<file path="src/inc/cpu_core_consts.svh">
`ifndef CPU_CORE_CONSTS_SVH
`define CPU_CORE_CONSTS_SVH

// ****************************************
// special function register addresses
// ****************************************
`define SFR_STACK_POINTER   8'h81
`define SFR_POINTER_LOW     8'h82
`define SFR_POINTER_HIGH    8'h83
`define SFR_POINTER_AUX     8'hA2
`define SFR_STATUS_WORD     8'hD0
`define SFR_MAIN_OPERAND    8'hE0
`define SFR_MUL_DIV_AUX     8'hF0

// ****************************************
// reset values
// ****************************************
`define RST_STACK_POINTER   8'h07
`define RST_STATUS_WORD     8'h00
`define RST_MAIN_OPERAND    8'h00
`define RST_MUL_DIV_AUX     8'h00
`define RST_POINTER         16'h0000
`define AUX_UNUSED_READ     8'h00

// ****************************************
// status word field positions
// ****************************************
`define PSW_CARRY           7
`define PSW_HALF_CARRY      6
`define PSW_USER_ZERO       5
`define PSW_BANK_HIGH       4
`define PSW_BANK_LOW        3
`define PSW_SIGNED_WRAP     2
`define PSW_USER_ONE        1
`define PSW_PARITY          0

// ****************************************
// pointer aux field positions
// ****************************************
`define AUX_GENERAL_TWO     3
`define AUX_POINTER_SELECT  0

`endif

</file>
<file path="src/inc/cpu_core_pkg.sv">
package cpu_core_pkg;

    // arithmetic operation applied to the main operand
    typedef enum logic [2:0] {
        ALU_NONE = 3'h0,
        ALU_ADD  = 3'h1,
        ALU_ADDC = 3'h2,
        ALU_SUBB = 3'h3,
        ALU_MUL  = 3'h4,
        ALU_DIV  = 3'h5
    } alu_op_e;

    // boolean operation with the carry flag as destination
    typedef enum logic [2:0] {
        BOOL_NONE = 3'h0,
        BOOL_CLR  = 3'h1,
        BOOL_SET  = 3'h2,
        BOOL_CPL  = 3'h3,
        BOOL_ANL  = 3'h4,
        BOOL_ORL  = 3'h5,
        BOOL_ANLN = 3'h6,
        BOOL_MOV  = 3'h7
    } bool_op_e;

endpackage

</file>
<file path="src/inc/ptr_bank_if.sv">
interface ptr_bank_if;
    logic        aux_wr;
    logic        aux_toggle;
    logic [7:0]  aux_wdata;
    logic        lo_wr;
    logic        hi_wr;
    logic [7:0]  byte_wdata;
    logic        load16;
    logic        inc16;
    logic [15:0] load_val;
    logic [7:0]  lo;
    logic [7:0]  hi;
    logic [7:0]  aux_rd;
    logic [15:0] ptr_active;

    modport ctrl (output aux_wr, aux_toggle, aux_wdata, lo_wr, hi_wr, byte_wdata,
                  output load16, inc16, load_val, input lo, hi, aux_rd, ptr_active);
    modport bank (input aux_wr, aux_toggle, aux_wdata, lo_wr, hi_wr, byte_wdata,
                  input load16, inc16, load_val, output lo, hi, aux_rd, ptr_active);
endinterface

</file>
<file path="src/hw/data_pointer_bank.sv">
`include "cpu_core_consts.svh"

module data_pointer_bank #(
    parameter int NUM_PTR = 2
) (
    input  wire logic  ref_clk,
    input  wire logic  rst_n,
    input  wire logic  clk_en,
    ptr_bank_if.bank   pb
);

    logic [15:0] ptr_reg    [NUM_PTR];
    logic [15:0] ptr_next   [NUM_PTR];
    logic        select_reg;
    logic        select_next;
    logic        gen_flag_reg;
    logic [15:0] active_reg;

    // ****************************************
    // pointer select and general flag
    // ****************************************
    // toggle on increment, plain store on write
    always_comb begin
        select_next = select_reg;
        if (pb.aux_wr) begin
            select_next = pb.aux_wdata[`AUX_POINTER_SELECT];
        end else if (pb.aux_toggle) begin
            select_next = ~select_reg;
        end
    end

    always_ff @(posedge ref_clk or negedge rst_n) begin
        if (!rst_n) begin
            select_reg   <= 1'b0;
            gen_flag_reg <= 1'b0;
        end else if (clk_en) begin
            select_reg <= select_next;
            if (pb.aux_wr) begin
                gen_flag_reg <= pb.aux_wdata[`AUX_GENERAL_TWO];
            end
        end
    end

    // ****************************************
    // pointer storage
    // ****************************************
    // only the selected pointer takes byte, word or increment updates
    for (genvar i = 0; i < NUM_PTR; i++) begin : g_ptr
        always_comb begin
            ptr_next[i] = ptr_reg[i];
            if (select_reg == i[0]) begin
                if (pb.load16) begin
                    ptr_next[i] = pb.load_val;
                end else if (pb.inc16) begin
                    ptr_next[i] = ptr_reg[i] + 16'h0001;
                end else begin
                    if (pb.lo_wr) begin
                        ptr_next[i][7:0] = pb.byte_wdata;
                    end
                    if (pb.hi_wr) begin
                        ptr_next[i][15:8] = pb.byte_wdata;
                    end
                end
            end
        end

        always_ff @(posedge ref_clk or negedge rst_n) begin
            if (!rst_n) begin
                ptr_reg[i] <= `RST_POINTER;
            end else if (clk_en) begin
                ptr_reg[i] <= ptr_next[i];
            end
        end
    end

    // registered copy of the pointer the next cycle will use
    always_ff @(posedge ref_clk or negedge rst_n) begin
        if (!rst_n) begin
            active_reg <= `RST_POINTER;
        end else if (clk_en) begin
            active_reg <= ptr_next[select_next];
        end
    end

    // ****************************************
    // read side
    // ****************************************
    assign pb.lo         = ptr_reg[select_reg][7:0];
    assign pb.hi         = ptr_reg[select_reg][15:8];
    assign pb.ptr_active = active_reg;
    // unused bits read as a fixed constant
    always_comb begin
        pb.aux_rd = `AUX_UNUSED_READ;
        pb.aux_rd[`AUX_GENERAL_TWO]    = gen_flag_reg;
        pb.aux_rd[`AUX_POINTER_SELECT] = select_reg;
    end

endmodule

</file>
<file path="src/hw/cpu_core_status_and_pointers.sv">
// Overview of operation
// - stack pointer is eight bits wide
// - push increments pointer, then writes RAM
// - stack pointer resets to 07H
// - stack wraps across all 256 RAM bytes
// - status word layout at D0H, resets zero
// - carry set on carry, borrow or boolean ops
// - half carry set on nibble carry/borrow
// - carry is the boolean accumulator
// - bank bits choose R0-R7 RAM base
// - overflow on signed wrap, big product, zero divide
// - parity follows odd count of accumulator ones
// - user flags just store written values
// - pointer usable as word or two bytes
// - two pointers share one address
// - select 0 primary, 1 secondary pointer
// - aux bit 3 general flag, reset 0xx0
// - accumulator at E0H, resets zero
// - helper at F0H, multiply/divide operand
`include "cpu_core_consts.svh"

module cpu_core_status_and_pointers (
    input  wire logic                   ref_clk,
    input  wire logic                   rst_n,
    input  wire logic                   clk_en,
    input  wire logic [7:0]             sfr_addr,
    input  wire logic                   sfr_wr,
    input  wire logic                   sfr_inc,
    input  wire logic [7:0]             sfr_wdata,
    input  wire logic                   sfr_rd,
    output logic      [7:0]             sfr_rdata,
    output logic                        sfr_hit,
    input  wire cpu_core_pkg::alu_op_e  alu_op,
    input  wire logic [7:0]             alu_operand,
    input  wire cpu_core_pkg::bool_op_e bool_op,
    input  wire logic                   bool_bit,
    input  wire logic                   push_req,
    input  wire logic [7:0]             push_data,
    input  wire logic                   pop_req,
    input  wire logic                   ptr_load,
    input  wire logic [15:0]            ptr_load_val,
    input  wire logic                   ptr_inc,
    output logic                        ram_wr_en,
    output logic      [7:0]             ram_addr,
    output logic      [7:0]             ram_wdata,
    output logic      [7:0]             stack_pointer,
    output logic      [7:0]             cpu_status_word,
    output logic      [7:0]             main_operand_reg,
    output logic      [7:0]             mul_div_aux,
    output logic      [4:0]             bank_base,
    output logic      [15:0]            data_pointer_pair
);

    // ****************************************
    // declarations
    // ****************************************
    logic [7:0]  acc_reg;
    logic [7:0]  acc_next;
    logic [7:0]  b_reg;
    logic [7:0]  b_next;
    logic [7:0]  psw_reg;
    logic [7:0]  psw_next;
    logic        parity_reg;
    logic [7:0]  sp_reg;
    logic [7:0]  sp_next;
    logic [7:0]  alu_acc;
    logic [7:0]  alu_b;
    logic        alu_cy;
    logic        alu_ac;
    logic        alu_ov;
    logic        alu_acc_wr;
    logic        alu_b_wr;
    logic        alu_ac_wr;
    logic        bool_cy;
    logic [8:0]  sum9;
    logic [4:0]  sum5;
    logic [15:0] product;
    logic        cin;
    logic [7:0]  rd_value;
    logic        rd_mapped;
    logic [7:0]  psw_view;

    ptr_bank_if pb ();

    // ****************************************
    // address decode helper
    // ****************************************
    // true when an access targets the given register
    function automatic logic at_addr(input logic [7:0] addr, input logic [7:0] target);
        at_addr = (addr == target);
    endfunction

    // ****************************************
    // arithmetic unit
    // ****************************************
    // flags for add, add with carry, subtract with borrow, multiply, divide
    always_comb begin
        alu_acc    = acc_reg;
        alu_b      = b_reg;
        alu_cy     = psw_reg[`PSW_CARRY];
        alu_ac     = psw_reg[`PSW_HALF_CARRY];
        alu_ov     = psw_reg[`PSW_SIGNED_WRAP];
        alu_acc_wr = 1'b0;
        alu_b_wr   = 1'b0;
        alu_ac_wr  = 1'b0;
        sum9       = 9'h000;
        sum5       = 5'h00;
        product    = 16'h0000;
        cin        = (alu_op == cpu_core_pkg::ALU_ADD) ? 1'b0 : psw_reg[`PSW_CARRY];
        case (alu_op)
            cpu_core_pkg::ALU_ADD, cpu_core_pkg::ALU_ADDC: begin
                sum9       = {1'b0, acc_reg} + {1'b0, alu_operand} + {8'h00, cin};
                sum5       = {1'b0, acc_reg[3:0]} + {1'b0, alu_operand[3:0]} + {4'h0, cin};
                alu_acc    = sum9[7:0];
                alu_cy     = sum9[8];
                alu_ac     = sum5[4];
                alu_ov     = (acc_reg[7] == alu_operand[7]) &&
                             (sum9[7] != acc_reg[7]);
                alu_acc_wr = 1'b1;
                alu_ac_wr  = 1'b1;
            end
            cpu_core_pkg::ALU_SUBB: begin
                sum9       = {1'b0, acc_reg} - {1'b0, alu_operand} - {8'h00, cin};
                sum5       = {1'b0, acc_reg[3:0]} - {1'b0, alu_operand[3:0]} - {4'h0, cin};
                alu_acc    = sum9[7:0];
                alu_cy     = sum9[8];
                alu_ac     = sum5[4];
                alu_ov     = (acc_reg[7] != alu_operand[7]) &&
                             (sum9[7] != acc_reg[7]);
                alu_acc_wr = 1'b1;
                alu_ac_wr  = 1'b1;
            end
            cpu_core_pkg::ALU_MUL: begin
                product    = {8'h00, acc_reg} * {8'h00, b_reg};
                alu_acc    = product[7:0];
                alu_b      = product[15:8];
                alu_cy     = 1'b0;
                alu_ov     = (product[15:8] != 8'h00);
                alu_acc_wr = 1'b1;
                alu_b_wr   = 1'b1;
            end
            cpu_core_pkg::ALU_DIV: begin
                alu_cy = 1'b0;
                if (b_reg == 8'h00) begin
                    alu_ov = 1'b1;
                end else begin
                    alu_acc    = acc_reg / b_reg;
                    alu_b      = acc_reg % b_reg;
                    alu_ov     = 1'b0;
                    alu_acc_wr = 1'b1;
                    alu_b_wr   = 1'b1;
                end
            end
            default: begin
            end
        endcase
    end

    // ****************************************
    // boolean unit on the carry flag
    // ****************************************
    // carry is both source and destination
    always_comb begin
        case (bool_op)
            cpu_core_pkg::BOOL_CLR:  bool_cy = 1'b0;
            cpu_core_pkg::BOOL_SET:  bool_cy = 1'b1;
            cpu_core_pkg::BOOL_CPL:  bool_cy = ~psw_reg[`PSW_CARRY];
            cpu_core_pkg::BOOL_ANL:  bool_cy = psw_reg[`PSW_CARRY] & bool_bit;
            cpu_core_pkg::BOOL_ORL:  bool_cy = psw_reg[`PSW_CARRY] | bool_bit;
            cpu_core_pkg::BOOL_ANLN: bool_cy = psw_reg[`PSW_CARRY] & ~bool_bit;
            cpu_core_pkg::BOOL_MOV:  bool_cy = bool_bit;
            default:                 bool_cy = psw_reg[`PSW_CARRY];
        endcase
    end

    // ****************************************
    // main operand and helper registers
    // ****************************************
    // register write or increment wins over arithmetic results
    always_comb begin
        acc_next = alu_acc_wr ? alu_acc : acc_reg;
        if (sfr_wr && at_addr(sfr_addr, `SFR_MAIN_OPERAND)) begin
            acc_next = sfr_wdata;
        end else if (sfr_inc && at_addr(sfr_addr, `SFR_MAIN_OPERAND)) begin
            acc_next = acc_reg + 8'h01;
        end
        b_next = alu_b_wr ? alu_b : b_reg;
        if (sfr_wr && at_addr(sfr_addr, `SFR_MUL_DIV_AUX)) begin
            b_next = sfr_wdata;
        end else if (sfr_inc && at_addr(sfr_addr, `SFR_MUL_DIV_AUX)) begin
            b_next = b_reg + 8'h01;
        end
    end

    always_ff @(posedge ref_clk or negedge rst_n) begin
        if (!rst_n) begin
            acc_reg <= `RST_MAIN_OPERAND;
            b_reg   <= `RST_MUL_DIV_AUX;
        end else if (clk_en) begin
            acc_reg <= acc_next;
            b_reg   <= b_next;
        end
    end

    // parity tracks the operand value it will hold
    always_ff @(posedge ref_clk or negedge rst_n) begin
        if (!rst_n) begin
            parity_reg <= 1'b0;
        end else if (clk_en) begin
            parity_reg <= ^acc_next;
        end
    end

    // ****************************************
    // status word
    // ****************************************
    // parity bit is never stored from a write
    always_comb begin
        psw_next = psw_reg;
        if (alu_op != cpu_core_pkg::ALU_NONE) begin
            psw_next[`PSW_CARRY]       = alu_cy;
            psw_next[`PSW_SIGNED_WRAP] = alu_ov;
            if (alu_ac_wr) begin
                psw_next[`PSW_HALF_CARRY] = alu_ac;
            end
        end else if (bool_op != cpu_core_pkg::BOOL_NONE) begin
            psw_next[`PSW_CARRY] = bool_cy;
        end
        if (sfr_wr && at_addr(sfr_addr, `SFR_STATUS_WORD)) begin
            psw_next = sfr_wdata;
        end else if (sfr_inc && at_addr(sfr_addr, `SFR_STATUS_WORD)) begin
            psw_next = psw_view + 8'h01;
        end
        psw_next[`PSW_PARITY] = 1'b0;
    end

    always_ff @(posedge ref_clk or negedge rst_n) begin
        if (!rst_n) begin
            psw_reg <= `RST_STATUS_WORD;
        end else if (clk_en) begin
            psw_reg <= psw_next;
        end
    end

    // status word as software sees it
    always_comb begin
        psw_view              = psw_reg;
        psw_view[`PSW_PARITY] = parity_reg;
    end

    // ****************************************
    // stack pointer
    // ****************************************
    // push pre-increments, pop post-decrements, 8-bit wrap
    always_comb begin
        sp_next = sp_reg;
        if (sfr_wr && at_addr(sfr_addr, `SFR_STACK_POINTER)) begin
            sp_next = sfr_wdata;
        end else if (sfr_inc && at_addr(sfr_addr, `SFR_STACK_POINTER)) begin
            sp_next = sp_reg + 8'h01;
        end else if (push_req) begin
            sp_next = sp_reg + 8'h01;
        end else if (pop_req) begin
            sp_next = sp_reg - 8'h01;
        end
    end

    always_ff @(posedge ref_clk or negedge rst_n) begin
        if (!rst_n) begin
            sp_reg <= `RST_STACK_POINTER;
        end else if (clk_en) begin
            sp_reg <= sp_next;
        end
    end

    // ram request for push writes and pop reads
    always_ff @(posedge ref_clk or negedge rst_n) begin
        if (!rst_n) begin
            ram_wr_en <= 1'b0;
            ram_addr  <= 8'h00;
            ram_wdata <= 8'h00;
        end else if (clk_en) begin
            ram_wr_en <= push_req && !((sfr_wr || sfr_inc) && at_addr(sfr_addr, `SFR_STACK_POINTER));
            if (push_req) begin
                ram_addr  <= sp_reg + 8'h01;
                ram_wdata <= push_data;
            end else if (pop_req) begin
                ram_addr <= sp_reg;
            end
        end
    end

    // ****************************************
    // dual data pointer
    // ****************************************
    // byte and word access routed to the selected pointer
    assign pb.aux_wr     = sfr_wr && at_addr(sfr_addr, `SFR_POINTER_AUX);
    assign pb.aux_toggle = sfr_inc && at_addr(sfr_addr, `SFR_POINTER_AUX);
    assign pb.aux_wdata  = sfr_wdata;
    assign pb.lo_wr      = sfr_wr && at_addr(sfr_addr, `SFR_POINTER_LOW);
    assign pb.hi_wr      = sfr_wr && at_addr(sfr_addr, `SFR_POINTER_HIGH);
    assign pb.byte_wdata = sfr_wdata;
    assign pb.load16     = ptr_load;
    assign pb.inc16      = ptr_inc;
    assign pb.load_val   = ptr_load_val;

    data_pointer_bank #(
        .NUM_PTR (2)
    ) u_ptr_bank (
        .ref_clk (ref_clk),
        .rst_n   (rst_n),
        .clk_en  (clk_en),
        .pb      (pb)
    );

    // ****************************************
    // register read port
    // ****************************************
    // unmapped addresses read zero with no hit
    always_comb begin
        rd_mapped = 1'b1;
        case (sfr_addr)
            `SFR_STACK_POINTER: rd_value = sp_reg;
            `SFR_POINTER_LOW:   rd_value = pb.lo;
            `SFR_POINTER_HIGH:  rd_value = pb.hi;
            `SFR_POINTER_AUX:   rd_value = pb.aux_rd;
            `SFR_STATUS_WORD:   rd_value = psw_view;
            `SFR_MAIN_OPERAND:  rd_value = acc_reg;
            `SFR_MUL_DIV_AUX:   rd_value = b_reg;
            default: begin
                rd_value  = 8'h00;
                rd_mapped = 1'b0;
            end
        endcase
    end

    always_ff @(posedge ref_clk or negedge rst_n) begin
        if (!rst_n) begin
            sfr_rdata <= 8'h00;
            sfr_hit   <= 1'b0;
        end else if (clk_en) begin
            sfr_rdata <= sfr_rd ? rd_value : 8'h00;
            sfr_hit   <= sfr_rd && rd_mapped;
        end
    end

    // ****************************************
    // registered state outputs
    // ****************************************
    // mirrors carry next values so they match the registers
    always_ff @(posedge ref_clk or negedge rst_n) begin
        if (!rst_n) begin
            stack_pointer    <= `RST_STACK_POINTER;
            cpu_status_word  <= `RST_STATUS_WORD;
            main_operand_reg <= `RST_MAIN_OPERAND;
            mul_div_aux      <= `RST_MUL_DIV_AUX;
            bank_base        <= 5'h00;
        end else if (clk_en) begin
            stack_pointer    <= sp_next;
            cpu_status_word  <= {psw_next[7:1], ^acc_next};
            main_operand_reg <= acc_next;
            mul_div_aux      <= b_next;
            bank_base        <= {psw_next[`PSW_BANK_HIGH],
                                 psw_next[`PSW_BANK_LOW], 3'h0};
        end
    end

    assign data_pointer_pair = pb.ptr_active;

endmodule

</file>
<file path="config.mk">
export PLATFORM = sky130hd
export DESIGN_NAME = cpu_core_status_and_pointers
export DESIGN_NICKNAME = d
export VERILOG_FILES = /design/src/inc/cpu_core_pkg.sv /design/src/inc/ptr_bank_if.sv /design/src/hw/data_pointer_bank.sv /design/src/hw/cpu_core_status_and_pointers.sv
export VERILOG_INCLUDE_DIRS = /design/src /design/src/inc
export SDC_FILE = /design/constraint.sdc
export NUM_CORES = 1
export LEC_CHECK = 0
export BUFFER_PORTS_ARGS = -buffer_cell sky130_fd_sc_hd__buf_2
export CAP_MARGIN = 20
export CORE_MARGIN = 4
export CORE_UTILIZATION = 40
export DETAILED_ROUTE_END_ITERATION = 6
export PLACE_DENSITY_LB_ADDON = 0.25
export SLEW_MARGIN = 20
export SYNTH_ARGS = -nofsm -noshare
export SYNTH_HDL_FRONTEND = slang
export SYNTH_SLANG_ARGS = --single-unit
</file>
<file path="constraint.sdc">
create_clock -name ref_clk -period 22.5 [get_ports ref_clk]
set_input_delay 4.5 -clock ref_clk [delete_from_list [all_inputs] [get_ports ref_clk]]
set_output_delay 4.5 -clock ref_clk [all_outputs]
set_load 0.01 [all_outputs]
</file>
* Word level (Yosys, flattened, before mapping)
Index checks and enable logic that the tools add are counted.
** Word-level totals
- Register bits after elaboration :: 118
- Output and inout port bits :: 79
- Input port bits :: 65
- Logic and storage cells :: 161
** Operators by class
- Bitwise operators :: 8
- Multiply operators :: 1
- Muxes and demuxes :: 54
- Eq/ne operators :: 24
- Divide/modulo/power cells :: 2
- $lt $le $gt $ge :: 2
- Reduce and logical (&&, ||, !) cells :: 38
- Add/subtract/negate cells :: 15
** Operators by type and width (count)
- 16-bit 2-to-1 mux :: 12
- 8-bit 2-to-1 mux :: 21
- 8-bit equality test (second input constant) :: 7
- 8-bit case mux with 7 select lines :: 1
- 16-bit by 1-bit adder with 16-bit output (second input constant) :: 2
- 8-bit by 1-bit adder with 8-bit output (second input constant) :: 4
- 8-bit case mux with 4 select lines :: 1
- 3-bit equality test (second input constant) :: 6
- 1-bit logical AND :: 17
- 8-bit by 8-bit multiplier with 16-bit output :: 1
- 8-bit case mux with 2 select lines :: 1
- 3-bit by 2-bit equality test with 1-bit output (second input constant) :: 4
- 1-bit 2-to-1 mux :: 12
- 8-bit by 8-bit adder with 9-bit output :: 1
- 9-bit by 1-bit adder with 9-bit output :: 1
- 3-bit nonzero test :: 3
- 8-bit by 8-bit subtractor with 9-bit output :: 1
- 9-bit by 1-bit subtractor with 9-bit output :: 1
- 8-bit by 8-bit divider with 8-bit output :: 1
- 8-bit logical NOT :: 1
- 8-bit by 8-bit remainder unit with 8-bit output :: 1
- 2-bit AND reduction :: 4
- 4-bit nonzero test :: 2
- 8-bit nonzero test :: 1
- 27 further kinds :: 38

* Longest topological paths before layout
- Depth after elaboration :: 9
- Gate-level depth with buffers :: 50

* Cells and area by module
Synthesis repeated with hierarchy kept, for this count alone.
** Unflattened totals
- Cell total of the unflattened synthesis :: 1725
- Area total of the unflattened synthesis :: 13800.7 sq um
** By module, submodules not included
- cpu_core_status_and_pointers :: cells each 1187, instances 1, sequential area each 1455.1 sq um, area an instance 9470.3 sq um
- data_pointer_bank :: cells each 538, instances 1, sequential area each 1251.2 sq um, area an instance 4330.4 sq um

* Worst setup path after synthesis
OpenSTA, ideal clock, no wires.
- Path kind :: flip-flop to flip-flop
- Start :: reg, netlist name mul_div_aux[5]
- End :: reg mul_div_aux[4]
- Data required time :: 22.362 ns
- Period minus slack after synthesis :: 11.587 ns
- Arrival time :: 11.449 ns
- Setup slack :: 10.913 ns
- Path buffers :: 2
- Stages on the path, launching flop included :: 44
- Setup time :: 0.138 ns
- Path through :: dfrtp_1 -> or4_4 -> nor3_2 -> a31oi_1 -> ha_1 -> o21a_1 -> o211ai_1 -> mux2_2 -> ha_1 -> o211ai_1 -> a211oi_4 -> mux2_2 -> ha_1 -> o211ai_1 -> a21boi_0 -> o21a_1 -> mux2_2 -> ha_1 -> (+8 left out) -> mux2_2 -> ha_1 -> or3_1 -> o21ai_0 -> a21oi_1 -> a41o_1 -> clkbuf_1 -> a21oi_1 -> fa_1 -> a21o_1 -> a21oi_1 -> o21ai_0 -> a31oi_1 -> o21ai_0 -> clkbuf_1 -> mux2_2 -> o21ai_0 -> o211ai_1
** RTL lines
- end signal, assigned :: RTL line cpu_core_status_and_pointers.sv:356 : mul_div_aux <= `RST_MUL_DIV_AUX;
- end signal, assigned :: RTL line cpu_core_status_and_pointers.sv:362 : mul_div_aux <= b_next;
- end, declared :: RTL line cpu_core_status_and_pointers.sv:49 : output logic [7:0] mul_div_aux,

==> qor.log <==
[sta] Final Cycle Share 60.8%
[final_layout] flip-flop count of the largest register, all copies and words added 32
[placed_design] quantity of I/O buffers inserted on ports 140
[clock_network] post-CTS clock slew at the launch and capture registers of the worst setup and hold paths 0.08 ns
[final_layout] area used by multi-input combinational logic 9250 um^2
[die] die area 35000 um^2
[worst_setup_path] worst-path cell with the longest stage delay dfrtp_1
[clock_network] sink count of the clock tree 108
[worst_setup_path] Crit. End Element flip-flop
[worst_setup_path] Most common cell on crit path ha_1
[worst_setup_path] startpoint type of the worst setup path flip-flop
[global_route] total gr overflow 0
[die] Cell Rows 65
[sta] final clock skew 0.0118 ns
[global_route] maximum number of pins on one net before global-route repair 68
[final_layout] final-layout fill cell count 3186
[synthesis] synthesized area per cell 8.08 um^2
[sta] unrepaired setup endpoints after global routing false
[final_layout] layout cells sized above 1 15.4%
[die] Die Height 187 um
[worst_setup_path] Data arrival, critical path 13.98 ns
[clock_network] number of hold buffers added after CTS 0
[clock_network] post-cts repair resize count 0
[synthesis] number of flip-flops and latches in the synthesized netlist 108
[sta] fmax 0.0730 GHz
[final_layout] sequential standard cell area 2710 um^2
[synthesis] EDFF count, synth 0
[sta] final number of setup-violating endpoints 0
[global_route] via count of the first global-routing pass 11605
[clock_network] root cell of the clock tree clkbuf_16
[placed_design] standard cell area after detailed placement 13800 um^2
[drt] Initial DRC Count 1028
[sta] transition time at the pin with the least slew margin 1.03 ns
[clock_network] number of buffers between clock root and the deepest sink 2
[synthesis] Top FF cell, synth dfrtp_1
[sta] worst relative slew slack 30.7%
[die] starting density of the core 40.6%
[clock_network] TritonCTS clock tree yes
[worst_setup_path] worst-path fanout max 17
[synthesis] sequential fraction of the synthesis area 21.1%
[sta] time the final worst path needs with I/O delays and setup 13.69 ns
[clock_network] latest clock arrival within the worst-skew pair 0.37 ns
[drt] drt wl/cell 21.0 um
[sta] worst-case hold slack 0.507 ns
[worst_hold_path] Hold Crit Class flip-flop to flip-flop
[synthesis] count of mapped cells out of synthesis 1588
[sta] final sum of negative setup slack 0 ns
[drt] Pre-Repair DR Iteration Count 5
[final_layout] area overhead of the layout relative to synthesis 9.73%
[worst_setup_path] data required time of the worst path 22.79 ns
[sta] Final Hold Fails 0
[synthesis] Syn Std Cell Area 12800 um^2
[global_route] gr usage total 23.9%
[synthesis] count of warnings emitted by yosys 0
[drt] Final Routed Wirelength 43.2 mm
[die] Floorplan Core Area 31600 um^2
[drt] total via count after detailed routing 12230
[synthesis] synth unique cells 80
[worst_setup_path] delay of the slowest cell on the worst path 0.63 ns
[clock_network] Post CTS Setup Buffer Count 0
[clock_network] Clock H-tree levels 3
[placed_design] routability congestion estimate from global placement 0.958
[sta] final slew viol count 0
[drt] final antenna-violating net count 0
[synthesis] Post-synth ARST share 100%
[final_layout] Total Nets Final 1862
[drt] detailed-route DRC error count 0
[final_layout] Post-Route Utilization 44.5%
[die] horizontal die dimension 187 um
[global_route] global-route wire length before repair 67.7 mm
[drt] Via density 5.95
[placed_design] dpl hpwl 32.1 mm
[die] num ports 144
[status] status finished, final reports clean
[worst_setup_path] critical path type flip-flop to flip-flop
[clock_network] number of buffers added by the clock tree synthesis step 9
[global_route] number of antenna violations at the first check in global routing 4
[final_layout] post-layout instance area 14100 um^2
[run] Maximum Capacitance Violations 0
-- worst max-delay path: cells and delay by family, from the launching register on --
family	cells	cell delay [ns]
flops	1	0.63
mux	6	2.45
simple gates	6	1.76
compound gates	22	5.72
fa+ha+maj	7	2.24
xor+xnor	2	0.51
buf+inv	1	0.29
-- area by class of cell --
| class | instances | area share [%] |
|---|---|---|
| well taps | 402 | 3.57 |
| clock inverters | 6 | 0.684 |
| inverters | 124 | 3.30 |
| diodes | 1 | 0.0178 |
| clock buffers | 10 | 1.63 |
| multi-input cells | 1250 | 65.7 |
| repair buffers | 156 | 5.86 |
| flip-flops and latches | 108 | 19.2 |
-- per-stage QoR --
step | worst slack [ns] | instances
2_1_floorplan | 10.91 | 1590
3_3_place_gp | 9.44 | 2040
3_5_place_dp | 9.04 | 2040
4_1_cts | 8.97 | 2056
5_1_grt | 8.16 | 2057
6_report | 8.81 | 2057
-- cell usage in the layout (no fill, tap or decap), drive strengths merged, types with 18 or more instances in the layout --
master / n
dfrtp: 105
a21oi: 137
mux2: 55
and3: 22
fa: 41
nor3: 38
nor2: 138
buf: 156
a31oi: 19
o211ai: 25
xnor2: 58
o21ai: 102
nand2: 129
mux2i: 62
ha: 107
nand3: 49
inv: 122
xor2: 22
o21a: 18
-- cells in the mapped netlist (9+ instances only) --
master / instances / share of area [%]
nor2_1: 138 / 4.0
fa_1: 41 / 6.4
nor2b_1: 11 / 0.54
o31ai_1: 9 / 0.53
nor3_1: 36 / 1.4
inv_1: 119 / 3.5
nand3_1: 49 / 1.9
clkbuf_1: 85 / 2.5
mux2_2: 53 / 4.7
o22ai_1: 16 / 0.78
ha_1: 107 / 10
o211ai_1: 25 / 1.5
o21a_1: 18 / 1.1
xor2_1: 22 / 1.5
buf_1: 14 / 0.41
nand2b_1: 13 / 0.63
o21ai_0: 101 / 3.9
a221oi_1: 13 / 0.89
nand4_1: 9 / 0.44
a31oi_1: 19 / 0.93
a21oi_1: 137 / 5.3
and3_1: 22 / 1.1
a211oi_1: 15 / 0.88
a21o_1: 10 / 0.58
mux2i_1: 62 / 4.8
o22a_1: 11 / 0.75
dfrtp_1: 105 / 20
nand2_1: 129 / 3.8
xnor2_1: 58 / 4.0
nor3b_1: 9 / 0.53
-- path summary, 6_finish.rpt --
kind	start	end	slack, ns	cells after the start
hold / removal	ram_wdata[4]	ram_wdata[4]	0.51	1
hold reg to reg	ram_wdata[4]	ram_wdata[4]	0.51	1
setup reg to reg	mul_div_aux[7]	cpu_status_word[0]	8.81	44
setup / recovery	mul_div_aux[7]	cpu_status_word[0]	8.81	44
max in group asynchronous	rst_n	u_ptr_bank.select_reg	17.07	2
min in group asynchronous	rst_n	ram_wdata[5]	4.27	1
-- routing by layer --
layer | global-route usage (%) | wire length, um
met1 | 34.1 | 19300
met2 | 38.2 | 19900
met3 | 3.83 | 2930
met4 | 5.83 | 976
met5 | 0 | 25
-- cells by family after synthesis --
kind of cell / share of synthesized area [%]
buffers and inverters: 6.99
multiplexers: 11.1
AO/OA/AOI/OAI: 20.9
other: 0.0292
XOR/XNOR: 5.63
AND/OR/NAND/NOR: 17.4
adder cells (fa/ha/maj): 16.8
flip-flops: 21.1
Power is not shown: default switching activity piles up to over one toggle a cycle in this logic, so the estimate is an artifact.
